--- src/hdl/tss_pkg.sv ---
// Package: constants, codes and carriers of the trigger source sequencer
package tss_pkg;

  // ----------------------------------------------------------------
  // Clock and hold-off timing
  // ----------------------------------------------------------------
  localparam int CLK_PERIOD_NS = 10;
  localparam int HOLD_STEP_NS = 100;
  localparam int HOLD_STEP_CYC = HOLD_STEP_NS / CLK_PERIOD_NS;
  localparam longint HOLDOFF_MAX_S = 10;
  localparam longint HOLDOFF_MAX_STEPS = HOLDOFF_MAX_S * 64'd1000000000 / HOLD_STEP_NS;
  localparam int HOLD_W = 27;
  localparam int DIV_W = 4;

  // ----------------------------------------------------------------
  // Widths, counts and reset values
  // ----------------------------------------------------------------
  localparam int NUM_CH = 16;
  localparam int NUM_BITS = 16;
  localparam int PORT_BITS = 8;
  localparam logic [7:0] COUNT_RESET = 8'h01;
  localparam logic [7:0] COUNT_MIN = 8'h01;
  localparam logic [6:0] POS_RESET = 7'h32;
  localparam logic [6:0] POS_MAX = 7'h64;
  localparam logic [22:0] POS_DIV = 23'h000064;
  localparam int IV_LAST = 30;

  // Pattern codes per channel or bit
  localparam logic [1:0] CODE_X = 2'h0;
  localparam logic [1:0] CODE_H = 2'h1;
  localparam logic [1:0] CODE_L = 2'h2;

  // ----------------------------------------------------------------
  // Types
  // ----------------------------------------------------------------
  typedef enum logic [1:0] {SRC_EXT, SRC_MAINS, SRC_TIMER, SRC_LOGIC} tss_src_e;
  typedef enum logic {SQ_WAIT_A, SQ_COUNT_B} tss_seq_e;

  typedef struct packed {
    tss_src_e src;
    logic slope_fall;
    logic logic_port_b;
    logic [2:0] logic_bit;
    logic enhanced;
    logic [HOLD_W-1:0] holdoff_steps;
    logic [4:0] timer_iv;
    logic [31:0] ref_min;
  } tss_cfg_s;

  typedef struct packed {
    logic [NUM_CH-1:0][1:0] ch_code;
    logic [1:0] port_en;
    logic [NUM_BITS-1:0][1:0] bit_code;
    logic leave;
  } tss_cond_s;

  typedef struct packed {
    logic [NUM_CH-1:0] ch_above;
    logic [PORT_BITS-1:0] logic_a;
    logic [PORT_BITS-1:0] logic_b;
    logic outside_trigger_pin;
    logic mains;
  } tss_in_s;

  // Timer interval table in minutes
  function automatic logic [10:0] tss_iv_min(input logic [4:0] idx);
    logic [10:0] m;
    m = 11'h001;
    case (idx)
      5'h00, 5'h01, 5'h02, 5'h03, 5'h04, 5'h05, 5'h06, 5'h07, 5'h08, 5'h09: begin
        m = 11'({6'h00, idx} + 11'h001);
      end
      5'h0A: m = 11'h00F;
      5'h0B: m = 11'h014;
      5'h0C: m = 11'h019;
      5'h0D: m = 11'h01E;
      5'h0E: m = 11'h028;
      5'h0F: m = 11'h02D;
      5'h10: m = 11'h032;
      5'h1D: m = 11'h438;
      5'h1E: m = 11'h5A0;
      default: begin
        if (idx > 5'h10 && idx < 5'h1D) begin
          m = 11'(11'h03C * {6'h00, idx - 5'h10});
        end
      end
    endcase
    return m;
  endfunction : tss_iv_min

endpackage : tss_pkg

--- src/hdl/tss_top.sv ---
// Trigger source sequencer: simple sources, A then B(N) sequence, hold-off, arming
`timescale 1ns/1ps
module tss_top
  import tss_pkg::*;
(
  input wire logic i_clk_sys,
  input wire logic i_rstn,
  input wire tss_in_s i_in,
  input wire tss_cfg_s i_cfg,
  input wire tss_cond_s [1:0] i_cond,
  input wire logic i_count_wr,
  input wire logic [7:0] i_count_val,
  input wire logic i_count_rst,
  input wire logic i_pos_wr,
  input wire logic [6:0] i_pos_pct,
  input wire logic [15:0] i_record_len,
  input wire logic i_start,
  input wire logic [15:0] i_acq_total,
  input wire logic i_stop,
  input wire logic i_acq_busy,
  input wire logic [31:0] i_now_min,
  output logic o_trig,
  output logic o_armed,
  output logic o_holdoff_active,
  output logic o_wait_b,
  output logic [7:0] o_count_cfg,
  output logic [6:0] o_pos_pct,
  output logic [15:0] o_pre_count
);

  // ----------------------------------------------------------------
  // State
  // ----------------------------------------------------------------
  typedef struct packed {
    tss_in_s in_now, in_prev;
    logic [1:0] m_prev;
    tss_seq_e seq;
    logic [7:0] bcnt, count;
    tss_cond_s [1:0] cond_copy;
    logic [7:0] count_copy;
    logic enh_copy;
    logic [31:0] timer_next, timer_ref;
    logic [4:0] timer_iv;
    logic [HOLD_W-1:0] hold;
    logic [DIV_W-1:0] div;
    logic hold_on, armed, acq_inf;
    logic [15:0] acq_left;
    logic [6:0] pos;
    logic [15:0] pre_cnt;
    logic trig;
  } tss_state_s;
  tss_state_s state_ff;
  tss_state_s nxt_state;

  // ----------------------------------------------------------------
  // Pattern matching
  // ----------------------------------------------------------------
  logic [1:0][NUM_CH-1:0] ch_ok, ch_x;
  logic [1:0][NUM_BITS-1:0] bit_ok, bit_x;
  logic [NUM_BITS-1:0] port_bits;
  logic [1:0] match;
  logic b_free;
  assign port_bits = {state_ff.in_now.logic_b, state_ff.in_now.logic_a};
  for (genvar c = 0; c < 2; c++) begin : g_cond
    for (genvar k = 0; k < NUM_CH; k++) begin : g_ch
      assign ch_ok[c][k] = (i_cond[c].ch_code[k] == CODE_H) ? state_ff.in_now.ch_above[k] :
                           (i_cond[c].ch_code[k] == CODE_L) ? !state_ff.in_now.ch_above[k] :
                           1'b1;
      assign ch_x[c][k] = (i_cond[c].ch_code[k] == CODE_X);
    end
    for (genvar k = 0; k < NUM_BITS; k++) begin : g_bit
      assign bit_ok[c][k] = (i_cond[c].bit_code[k] == CODE_H) ? port_bits[k] :
                            (i_cond[c].bit_code[k] == CODE_L) ? !port_bits[k] :
                            1'b1;
      assign bit_x[c][k] = (i_cond[c].bit_code[k] == CODE_X);
    end
    assign match[c] = (&ch_ok[c]) &
                      (!i_cond[c].port_en[0] | (&bit_ok[c][PORT_BITS-1:0])) &
                      (!i_cond[c].port_en[1] | (&bit_ok[c][NUM_BITS-1:PORT_BITS]));
  end
  assign b_free = (&ch_x[1]) &
                  (!i_cond[1].port_en[0] | (&bit_x[1][PORT_BITS-1:0])) &
                  (!i_cond[1].port_en[1] | (&bit_x[1][NUM_BITS-1:PORT_BITS]));
  // ----------------------------------------------------------------
  // Event detection
  // ----------------------------------------------------------------
  logic [1:0] cond_evt;
  logic ext_evt, mains_evt, logic_evt, timer_hit;
  logic lbit_now, lbit_prev, hold_act, cfg_changed;
  logic [10:0] iv_min;
  assign cond_evt[0] = i_cond[0].leave ? (!match[0] & state_ff.m_prev[0]) :
                                         (match[0] & !state_ff.m_prev[0]);
  assign cond_evt[1] = i_cond[1].leave ? (!match[1] & state_ff.m_prev[1]) :
                                         (match[1] & !state_ff.m_prev[1]);
  assign ext_evt = i_cfg.slope_fall ?
                   (state_ff.in_prev.outside_trigger_pin & !state_ff.in_now.outside_trigger_pin) :
                   (!state_ff.in_prev.outside_trigger_pin & state_ff.in_now.outside_trigger_pin);
  assign mains_evt = !state_ff.in_prev.mains & state_ff.in_now.mains;
  assign lbit_now = i_cfg.logic_port_b ? state_ff.in_now.logic_b[i_cfg.logic_bit] :
                                         state_ff.in_now.logic_a[i_cfg.logic_bit];
  assign lbit_prev = i_cfg.logic_port_b ? state_ff.in_prev.logic_b[i_cfg.logic_bit] :
                                          state_ff.in_prev.logic_a[i_cfg.logic_bit];
  assign logic_evt = i_cfg.slope_fall ? (lbit_prev & !lbit_now) : (!lbit_prev & lbit_now);
  assign iv_min = tss_iv_min(i_cfg.timer_iv);
  assign timer_hit = (i_now_min == state_ff.timer_next);
  assign hold_act = (state_ff.hold != '0);
  assign cfg_changed = (i_cond != state_ff.cond_copy) || (state_ff.count != state_ff.count_copy) ||
                       (i_cfg.enhanced != state_ff.enh_copy);
  // ----------------------------------------------------------------
  // Next state
  // ----------------------------------------------------------------
  logic fire;
  logic [22:0] pos_prod;
  always_comb begin
    nxt_state = state_ff;
    fire = 1'b0;
    pos_prod = 23'(i_record_len) * 23'(state_ff.pos);
    nxt_state.in_now = i_in;
    nxt_state.in_prev = state_ff.in_now;
    nxt_state.m_prev = match;
    nxt_state.trig = 1'b0;
    nxt_state.cond_copy = i_cond;
    nxt_state.count_copy = state_ff.count;
    nxt_state.enh_copy = i_cfg.enhanced;
    if (i_count_rst) begin
      nxt_state.count = COUNT_RESET;
    end else if (i_count_wr) begin
      nxt_state.count = (i_count_val < COUNT_MIN) ? COUNT_MIN : i_count_val;
    end
    if (i_pos_wr) begin
      nxt_state.pos = (i_pos_pct > POS_MAX) ? POS_MAX : i_pos_pct;
    end
    nxt_state.pre_cnt = 16'(pos_prod / POS_DIV);
    if ((i_cfg.ref_min != state_ff.timer_ref) || (i_cfg.timer_iv != state_ff.timer_iv)) begin
      nxt_state.timer_ref = i_cfg.ref_min;
      nxt_state.timer_iv = i_cfg.timer_iv;
      nxt_state.timer_next = i_cfg.ref_min;
    end else if (timer_hit || (i_now_min > state_ff.timer_next)) begin
      nxt_state.timer_next = state_ff.timer_next + 32'(iv_min);
    end
    if (state_ff.div == DIV_W'(HOLD_STEP_CYC - 1)) begin
      nxt_state.div = '0;
      if (hold_act) begin
        nxt_state.hold = state_ff.hold - HOLD_W'(1);
      end
    end else begin
      nxt_state.div = state_ff.div + DIV_W'(1);
    end
    if (!i_cfg.enhanced) begin
      nxt_state.seq = SQ_WAIT_A;
      nxt_state.bcnt = '0;
      case (i_cfg.src)
        SRC_EXT: fire = ext_evt && !hold_act;
        SRC_MAINS: fire = mains_evt && !hold_act;
        SRC_TIMER: fire = timer_hit && !i_acq_busy && !hold_act;
        SRC_LOGIC: fire = logic_evt && !hold_act;
        default: fire = 1'b0;
      endcase
    end else if (cfg_changed) begin
      nxt_state.seq = SQ_WAIT_A;
      nxt_state.bcnt = '0;
    end else begin
      case (state_ff.seq)
        SQ_WAIT_A: begin
          if (cond_evt[0]) begin
            if (b_free) begin
              fire = !hold_act;
            end else begin
              nxt_state.seq = SQ_COUNT_B;
              nxt_state.bcnt = '0;
            end
          end
        end
        SQ_COUNT_B: begin
          if (cond_evt[1] && !hold_act) begin
            if ((9'(state_ff.bcnt) + 9'h001) >= 9'(state_ff.count)) begin
              fire = 1'b1;
              nxt_state.seq = SQ_WAIT_A;
              nxt_state.bcnt = '0;
            end else begin
              nxt_state.bcnt = state_ff.bcnt + 8'h01;
            end
          end
        end
        default: nxt_state.seq = SQ_WAIT_A;
      endcase
    end
    if (i_stop) begin
      nxt_state.armed = 1'b0;
    end else if (i_start) begin
      nxt_state.armed = 1'b1;
      nxt_state.acq_inf = (i_acq_total == 16'h0000);
      nxt_state.acq_left = i_acq_total;
    end else if (fire && state_ff.armed) begin
      nxt_state.trig = 1'b1;
      nxt_state.hold = (64'(i_cfg.holdoff_steps) > HOLDOFF_MAX_STEPS) ?
                       HOLD_W'(HOLDOFF_MAX_STEPS) : i_cfg.holdoff_steps;
      nxt_state.div = '0;
      if (!state_ff.acq_inf) begin
        nxt_state.acq_left = state_ff.acq_left - 16'h0001;
        if (state_ff.acq_left <= 16'h0001) begin
          nxt_state.armed = 1'b0;
        end
      end
    end
    nxt_state.hold_on = (nxt_state.hold != '0);
  end
  // ----------------------------------------------------------------
  // Registers
  // ----------------------------------------------------------------
  always_ff @(posedge i_clk_sys) begin
    if (!i_rstn) begin
      state_ff <= '0;
      state_ff.count <= COUNT_RESET;
      state_ff.count_copy <= COUNT_RESET;
      state_ff.pos <= POS_RESET;
    end else begin
      state_ff <= nxt_state;
    end
  end
  assign o_trig = state_ff.trig;
  assign o_armed = state_ff.armed;
  assign o_holdoff_active = state_ff.hold_on;
  assign o_wait_b = (state_ff.seq == SQ_COUNT_B);
  assign o_count_cfg = state_ff.count;
  assign o_pos_pct = state_ff.pos;
  assign o_pre_count = state_ff.pre_cnt;
  // ----------------------------------------------------------------
  // Assertions
  // ----------------------------------------------------------------
  logic simple_go;
  assign simple_go = !i_cfg.enhanced && state_ff.armed && !i_stop && !i_start && !hold_act;
endmodule : tss_top

--- config.mk ---
export PLATFORM = sky130hd
export DESIGN_NAME = tss_top
export DESIGN_NICKNAME = d
export VERILOG_FILES = /design/src/hdl/tss_pkg.sv /design/src/hdl/tss_top.sv
export SDC_FILE = /design/constraint.sdc
export NUM_CORES = 1
export LEC_CHECK = 0
export BUFFER_PORTS_ARGS = -buffer_cell sky130_fd_sc_hd__buf_2
export CAP_MARGIN = 30
export CORE_ASPECT_RATIO = 1.25
export CORE_MARGIN = 2
export CORE_UTILIZATION = 59
export CTS_CLUSTER_SIZE = 10
export DETAILED_ROUTE_END_ITERATION = 16
export PLACE_DENSITY = 0.94
export SLEW_MARGIN = 5
export SYNTH_ARGS = -nofsm -noshare
export SYNTH_HDL_FRONTEND = slang
export SYNTH_SLANG_ARGS = --single-unit
--- constraint.sdc ---
create_clock -name i_clk_sys -period 15.3 [get_ports i_clk_sys]
set_input_delay 0.765 -clock i_clk_sys [delete_from_list [all_inputs] [get_ports i_clk_sys]]
set_output_delay 0.765 -clock i_clk_sys [all_outputs]
set_load 0.01 [all_outputs]
==> results of run 1 <==
-- cell usage after synthesis, drive strengths merged, types with 8 or more instances --
cell type  count
dfxtp        357
and2         316
nor2         255
a21oi        199
nand2        177
xnor2        174
inv          158
ha           119
o21ai        110
xor2          84
nand4         83
nor4          78
clkbuf        77
fa            77
nor3          71
buf           66
nor2b         61
nand3         57
nor3b         49
a211oi        46
nand2b        37
a21o          31
a31oi         29
and3          23
nand3b        22
mux2i         20
o22ai         19
o211ai        18
o21a          18
o31ai         18
a211o         17
a22oi         16
o221a         16
a221oi        13
or2           13
or3           12
o2111ai       11
o221ai        11
or4           11
mux4          10
and3b          9
o21bai         9
a2111oi        8
a22o           8
a31o           8
-- cell type report --
class                      instances  area, sq um
fill                            3352        14530
inverter                         159        599.3
antenna                           13        32.53
sequential                       357         7154
tap                              572        715.7
multi-input combinational       2458        17840
clock inverter                     6        80.08
clock buffer                      47         1101
timing repair buffer             380         1956
-- worst paths after layout --
| check | end | cells past startpoint | start | slack, ps |
|---|---|---|---|---|
| worst max register to register | o_pre_count[0] | 44 | o_pos_pct[4] | 910 |
| worst min register to register | state_ff[305] | 1 | nxt_state[305] | 460 |
| worst max-delay path | o_pre_count[0] | 44 | o_pos_pct[4] | 910 |
| worst min-delay path | nxt_state[306] | 2 | i_in[1] | 420 |
-- flip-flops by register name, summed over array words and instances (netlist names) --
| name | count |
|---|---|
| o_count_cfg | 8 |
| nxt_state | 34 |
| o_pos_pct | 7 |
| state_ff | 288 |
| o_armed | 1 |
| o_pre_count | 16 |
| o_trig | 1 |
| o_wait_b | 1 |
| o_holdoff_active | 1 |
-- kinds of logic (layout without fill, tap and decap cells) --
group	count (synthesis)	count (layout)	synth area share [%]
muxes	36	36	1.985
other	0	13	0
AOI/OAI and AO/OA	674	674	18.47
DFF	357	357	27.19
buffers and inverters	302	592	5.178
xor gates and xnor gates	258	258	8.624
and+or+nand+nor	1290	1290	26.87
adders and majority gates	200	200	11.68
-- layer usage --
layer  vias to the layer above  wire [microns]  global-route usage, %
met2                      1395           39570                  58.88
met4                        22            5518                  21.58
li1                      11599               -                      -
met5                         -             140                      0
met1                     11820           30860                  40.38
met3                       368            8095                  10.12
-- repair_timing --
action / 4_1_cts / 5_1_grt
hold buffers: 0 / 0
setup endpoints to repair: 0 / 2
resized for setup: 0 / 14
endpoints found under the hold margin: 0 / 0
setup buffers: 0 / 7
-- stage by stage --
stage | hold slack, ps | instance area, sq um | util, %
after floorplan | 430.0 | 26290 | -
after global placement | 454.9 | 28160 | 63.99
after detailed placement | 447.2 | 28160 | 63.99
after CTS | 402.9 | 29340 | 66.68
after global routing | 414.8 | 29480 | 66.98
final | 417.0 | 29480 | 66.98
==> flow_metrics.py, run 1 <==
metrics = {
    "clocking": {
        "root_buffer": "clkbuf_16",
        "cts_buffers": 43,
        "cts.sinks": 357,
        "cts_max_path_buffers": 3,
        "clk_latency_ps": 560,
        "cts_tree": "yes",
        "clkTransAtPathRegs_ps": 60,
        "htree_levels": 2,
    },
    "setup_path": {
        "critPathCaptureType": "register",
        "path_class": "reg -> reg",
        "slowest_delay_ps": 670,
        "crit_family": "compound AO/OA/AOI/OAI gates",
        "crit_slowest_cell": "or4_1",
        "path_common_cell": "fa_1",
        "critPathBufInv": 2,
        "worstPathArrival_ps": 14890,
        "start_kind": "register",
        "critPathRequiredTime_ps": 15800,
        "crit_fanout": 18,
    },
    "logic_synthesis": {
        "avgSynthCellArea_sq_um": 8.434,
        "yosys-top-cells-area": "dfxtp_1 27%, and2_1 7.5%, fa_1 5.9%",
        "synthArstFlopShare_pct": 0,
        "ys_ff_latch": 357,
        "synth_top_area_cell": "dfxtp_1",
        "synth_fp_nets": 3640,
        "ys.warnings.count": 0,
        "ys_types": 124,
        "synth-edff-count": 0,
        "netlist_area_sq_um": 26290,
        "synth_flop_cell": "dfxtp_1",
        "yosysSeqAreaShare_pct": 27.19,
        "netlist_instances": 3117,
        "yosys.area.top_type_share_pct": 27.19,
    },
    "detailed_routing": {
        "viasPerCell": 6.314,
        "route.antenna.remaining_nets": 0,
        "first_iter_violations": 2385,
        "wirelength_mm": 84.18,
        "first_pass_iters": 12,
        "via_count": 25204,
        "drc": 1,
        "wire_per_inst_microns": 21.09,
    },
    "timing": {
        "finClkSkew_ps": 19.56,
        "rsz0062_at_grt": "false",
        "tightest_slew_ps": 995.1,
        "setup_violations": 0,
        "hold_viol": 0,
        "slew_headroom_pct": 33.19,
        "period_needed_ps": 14390,
        "max_freq_mhz": 69.51,
        "final_max_slew_viol_count": 0,
        "tns_ps": 0,
        "fin_crit_sh_pct": 94.03,
        "setup_slack_ps": 913.7,
    },
    "grt": {
        "grt_start_max_net_pins": 82,
        "grtUsageTotal_pct": 35.56,
        "grt_pass1_wl_mm": 128.9,
        "antenna_found_initial": 23,
        "grt_pass1_vias": 24200,
        "grt-ovfl-total": 0,
    },
    "cells_and_area": {
        "areaGrowthSynthToFinish_pct": 12.14,
        "layout.nets": 3922,
        "final_cells": 3992,
        "final_cell_mix": "360 x buf_2, 351 x dfxtp_1, 316 x and2_1",
        "drive_gt1_share_pct": 16.35,
        "final_common_cell": "buf_2",
    },
    "floorplan": {
        "fp.dieArea_sq_um": 46270,
        "die_w_microns": 192.8,
        "core_sq_um": 44010,
        "start_util_pct": 59.73,
        "fp.dieH_microns": 240.0,
        "ios": 362,
        "fp-row-count": 86,
    },
    "placed_design": {
        "io_buffers": 361,
        "hpwl_mm": 61.09,
        "gp_congestion": 1.003,
        "placed_cells": 3919,
        "post-place-ws_ps": 417.6,
    },
    "run": {
        "drv_cap": 0,
    },
    "status": {
        "outcome": "finished, violations left",
        "violations": "DRC",
    },
    "hold_path": {
        "hp-class": "in -> reg",
    },
}
Power of run 1 is left out: the tool's default activity adds up to more than one toggle a clock period on the data nets, which glitch-free logic cannot reach.
==> run 2: changes to the inputs <==
--- a/config.mk
+++ b/config.mk
@@ -5,11 +5,13 @@
 export SDC_FILE = /design/constraint.sdc
 export NUM_CORES = 1
 export LEC_CHECK = 0
+export ABC_AREA = 1
 export BUFFER_PORTS_ARGS = -buffer_cell sky130_fd_sc_hd__buf_2
-export CAP_MARGIN = 30
+export CAP_MARGIN = 20
 export CORE_ASPECT_RATIO = 1.25
 export CORE_MARGIN = 2
 export CORE_UTILIZATION = 59
+export CTS_CLUSTER_DIAMETER = 80
 export CTS_CLUSTER_SIZE = 10
 export DETAILED_ROUTE_END_ITERATION = 16
 export PLACE_DENSITY = 0.94
==> run 2 against run 1 <==
- the flow now finishes without violations
- worst setup slack improved by 2300 ps
- worst hold slack got worse by 30 ps
- sequential share of layout area increased by 0.51 points
- cell count increased by 16%
- die area decreased by 2.5%
- sequential cell count unchanged
- non-clock buffer count decreased by 12
- core utilization increased by 0.14 points
- maximum frequency increased by 19%
- register-to-register slack improved by 2300 ps
- routed wire length decreased by 8.5%
- via count increased by 1.1%
==> flow_metrics.py, run 2 <==
metrics = {
    "cells_and_area": {
        "fill_cells": 3587,
        "regMostFlops": "state_ff",
        "layout.nets": 4556,
        "regArea_sq_um": 7147,
        "final_cells": 4625,
        "largest_reg_flops": 288,
        "areaGrowthSynthToFinish_pct": 12.62,
        "multi_input_area_sq_um": 14990,
        "finalInstanceArea_sq_um": 28840,
        "drive_gt1_share_pct": 13.78,
        "final_common_cell": "nand2_1",
        "final_cell_mix": "850 x nand2_1, 753 x inv_1, 360 x buf_2",
    },
    "detailed_routing": {
        "drc": 0,
        "first_pass_iters": 8,
        "wirelength_mm": 77.04,
        "wire_per_inst_microns": 16.66,
        "route.antenna.remaining_nets": 0,
        "via_count": 25476,
        "viasPerCell": 5.508,
        "first_iter_violations": 1923,
    },
    "setup_path": {
        "critPathRequiredTime_ps": 15690,
        "slowest_delay_ps": 810,
        "critPathCaptureType": "register",
        "path_class": "reg -> reg",
        "reg2reg_to": "o_pre_count[0]",
        "crit_fanout": 18,
        "reg2regPathDepth": 86,
        "reg2reg_from": "o_pos_pct[5]",
        "worstPathArrival_ps": 12450,
        "reg2reg_slack_ps": 3240,
        "start_kind": "register",
        "crit_slowest_cell": "dfxtp_1",
    },
    "logic_synthesis": {
        "synth-edff-count": 0,
        "ys_ff_latch": 357,
        "ys.warnings.count": 0,
        "yosys-top-cells-area": "dfxtp_1 28%, nand2_1 12%, inv_1 11%",
        "netlist_area_sq_um": 25610,
        "synth_top_area_cell": "dfxtp_1",
        "synth_flop_cell": "dfxtp_1",
        "yosysMostFrequentCell": "nand2_1",
        "synth_commonest_cells": "850 x nand2_1, 754 x inv_1, 357 x dfxtp_1, 250 x nor2_1, 182 x nand3_1",
        "netlist_instances": 3732,
        "avgSynthCellArea_sq_um": 6.862,
        "yosys.area.top_type_share_pct": 27.91,
        "ys_types": 61,
        "yosysSeqAreaShare_pct": 27.91,
        "synthArstFlopShare_pct": 0,
        "synth_fp_nets": 4255,
    },
    "hold_path": {
        "hp-class": "in -> reg",
        "holdPathStages": 3,
        "hold_start": "i_in[30]",
        "hold_end": "nxt_state[335]",
    },
    "timing": {
        "setup_violations": 0,
        "hold_ws_ps": 386.7,
        "slew_headroom_pct": 32.04,
        "period_needed_ps": 12060,
        "tightest_slew_ps": 1016,
        "max_freq_mhz": 82.91,
        "hold_viol": 0,
        "tns_ps": 0,
        "final_max_slew_viol_count": 0,
        "fin_crit_sh_pct": 78.83,
        "finClkSkew_ps": 36.10,
        "rsz0062_at_grt": "false",
    },
    "clocking": {
        "cts_tree": "yes",
        "cts_max_path_buffers": 3,
        "cts_buffers": 41,
        "htree_levels": 2,
        "root_buffer": "clkbuf_16",
        "postCtsSetupBuffers": 0,
        "cts.sinks": 357,
        "cts_hold_buffers": 0,
        "clkTransAtPathRegs_ps": 60,
        "cts.repair.resized": 0,
        "clk_latency_ps": 560,
    },
    "grt": {
        "grt_pass1_vias": 24640,
        "grtUsageTotal_pct": 33.69,
        "grt-ovfl-total": 0,
        "antenna_found_initial": 33,
        "grt_start_max_net_pins": 115,
        "grt_pass1_wl_mm": 122.0,
    },
    "placed_design": {
        "dpl-instance-area_sq_um": 27650,
        "hpwl_mm": 59.66,
        "gp_congestion": 0.9907,
        "io_buffers": 361,
        "placed_cells": 4554,
    },
    "floorplan": {
        "fp.dieArea_sq_um": 45100,
        "fp.dieH_microns": 236.9,
        "fp-row-count": 85,
        "start_util_pct": 59.60,
        "core_sq_um": 42970,
        "ios": 362,
        "die_w_microns": 190.3,
    },
    "run": {
        "drv_cap": 0,
    },
    "status": {
        "outcome": "finished clean",
    },
}
[run 2: cell count changes in the layout (fill, tap and decap cells not counted), moves of 37 or more]
cell	change
a21oi_1	-46
and2_1	-314
inv_1	+596
nand2_1	+673
nand2_2	+56
nand2b_1	-37
nand3_1	+125
nor2b_1	-61
nor3b_1	-46
xnor2_1	-74
[run 2: how the worst max path moves through the flow]
stage,from,end,slack (ps),depth (start not counted)
after floorplan,o_pos_pct[6],o_pre_count[0],4690,87
after global placement,i_record_len[2],o_pre_count[0],3800,86
after detailed placement,i_record_len[2],o_pre_count[0],3260,87
after CTS,o_pos_pct[5],o_pre_count[0],3380,86
after global routing,o_pos_pct[6],o_pre_count[0],1980,87
final,o_pos_pct[5],o_pre_count[0],3240,86
[run 2: through the flow]
stage | util (%) | worst slack [ps]
after CTS | 66.92 | 3383
after detailed placement | 64.35 | 3259
after global placement | 64.35 | 3797
final | 67.13 | 3238
after global routing | 67.08 | 1981
after floorplan | - | 4688
[run 2: routing by layer]
metal / share of wire (%) / wire (microns) / global-route usage [%]
met3: 8.3 / 6413 / 6.773
met2: 47 / 36560 / 58.09
met4: 7.7 / 5927 / 23.77
met5: 0.21 / 158 / 0
met1: 36 / 27980 / 36.78
[run 2: kinds of logic (layout without fill, tap and decap cells)]
logic type / after synthesis / count (layout) / share of synthesized area [%]
fa+ha+maj: 196 / 196 / 11.83
flops: 357 / 357 / 27.91
mux: 4 / 4 / 0.1563
buf+inv: 893 / 1197 / 13.54
compound gates: 459 / 459 / 10.77
other cells: 0 / 24 / 0
simple gates: 1611 / 1611 / 28.51
xor+xnor: 212 / 212 / 7.280
[run 2: worst max-delay path: cells and delay by family, from the launching register on]
| family | cells | cell delay (ps) |
|---|---|---|
| AO/OA/AOI/OAI | 1 | 50 |
| adder cells (fa/ha/maj) | 5 | 2430 |
| buffers and inverters | 4 | 270 |
| flip-flops | 1 | 810 |
| AND/OR/NAND/NOR | 76 | 8300 |
[run 2: area by class of cell]
| type | count | share of cell area, % |
|---|---|---|
| multi-input cells | 2482 | 51.99 |
| clock buffers | 43 | 3.618 |
| repair buffers | 368 | 6.546 |
| flip-flops and latches | 357 | 24.78 |
| well taps | 565 | 2.451 |
| inverters | 783 | 10.19 |
| clock inverters | 3 | 0.2169 |
| diodes | 24 | 0.2082 |
Power of run 2 is left out for the same reason.
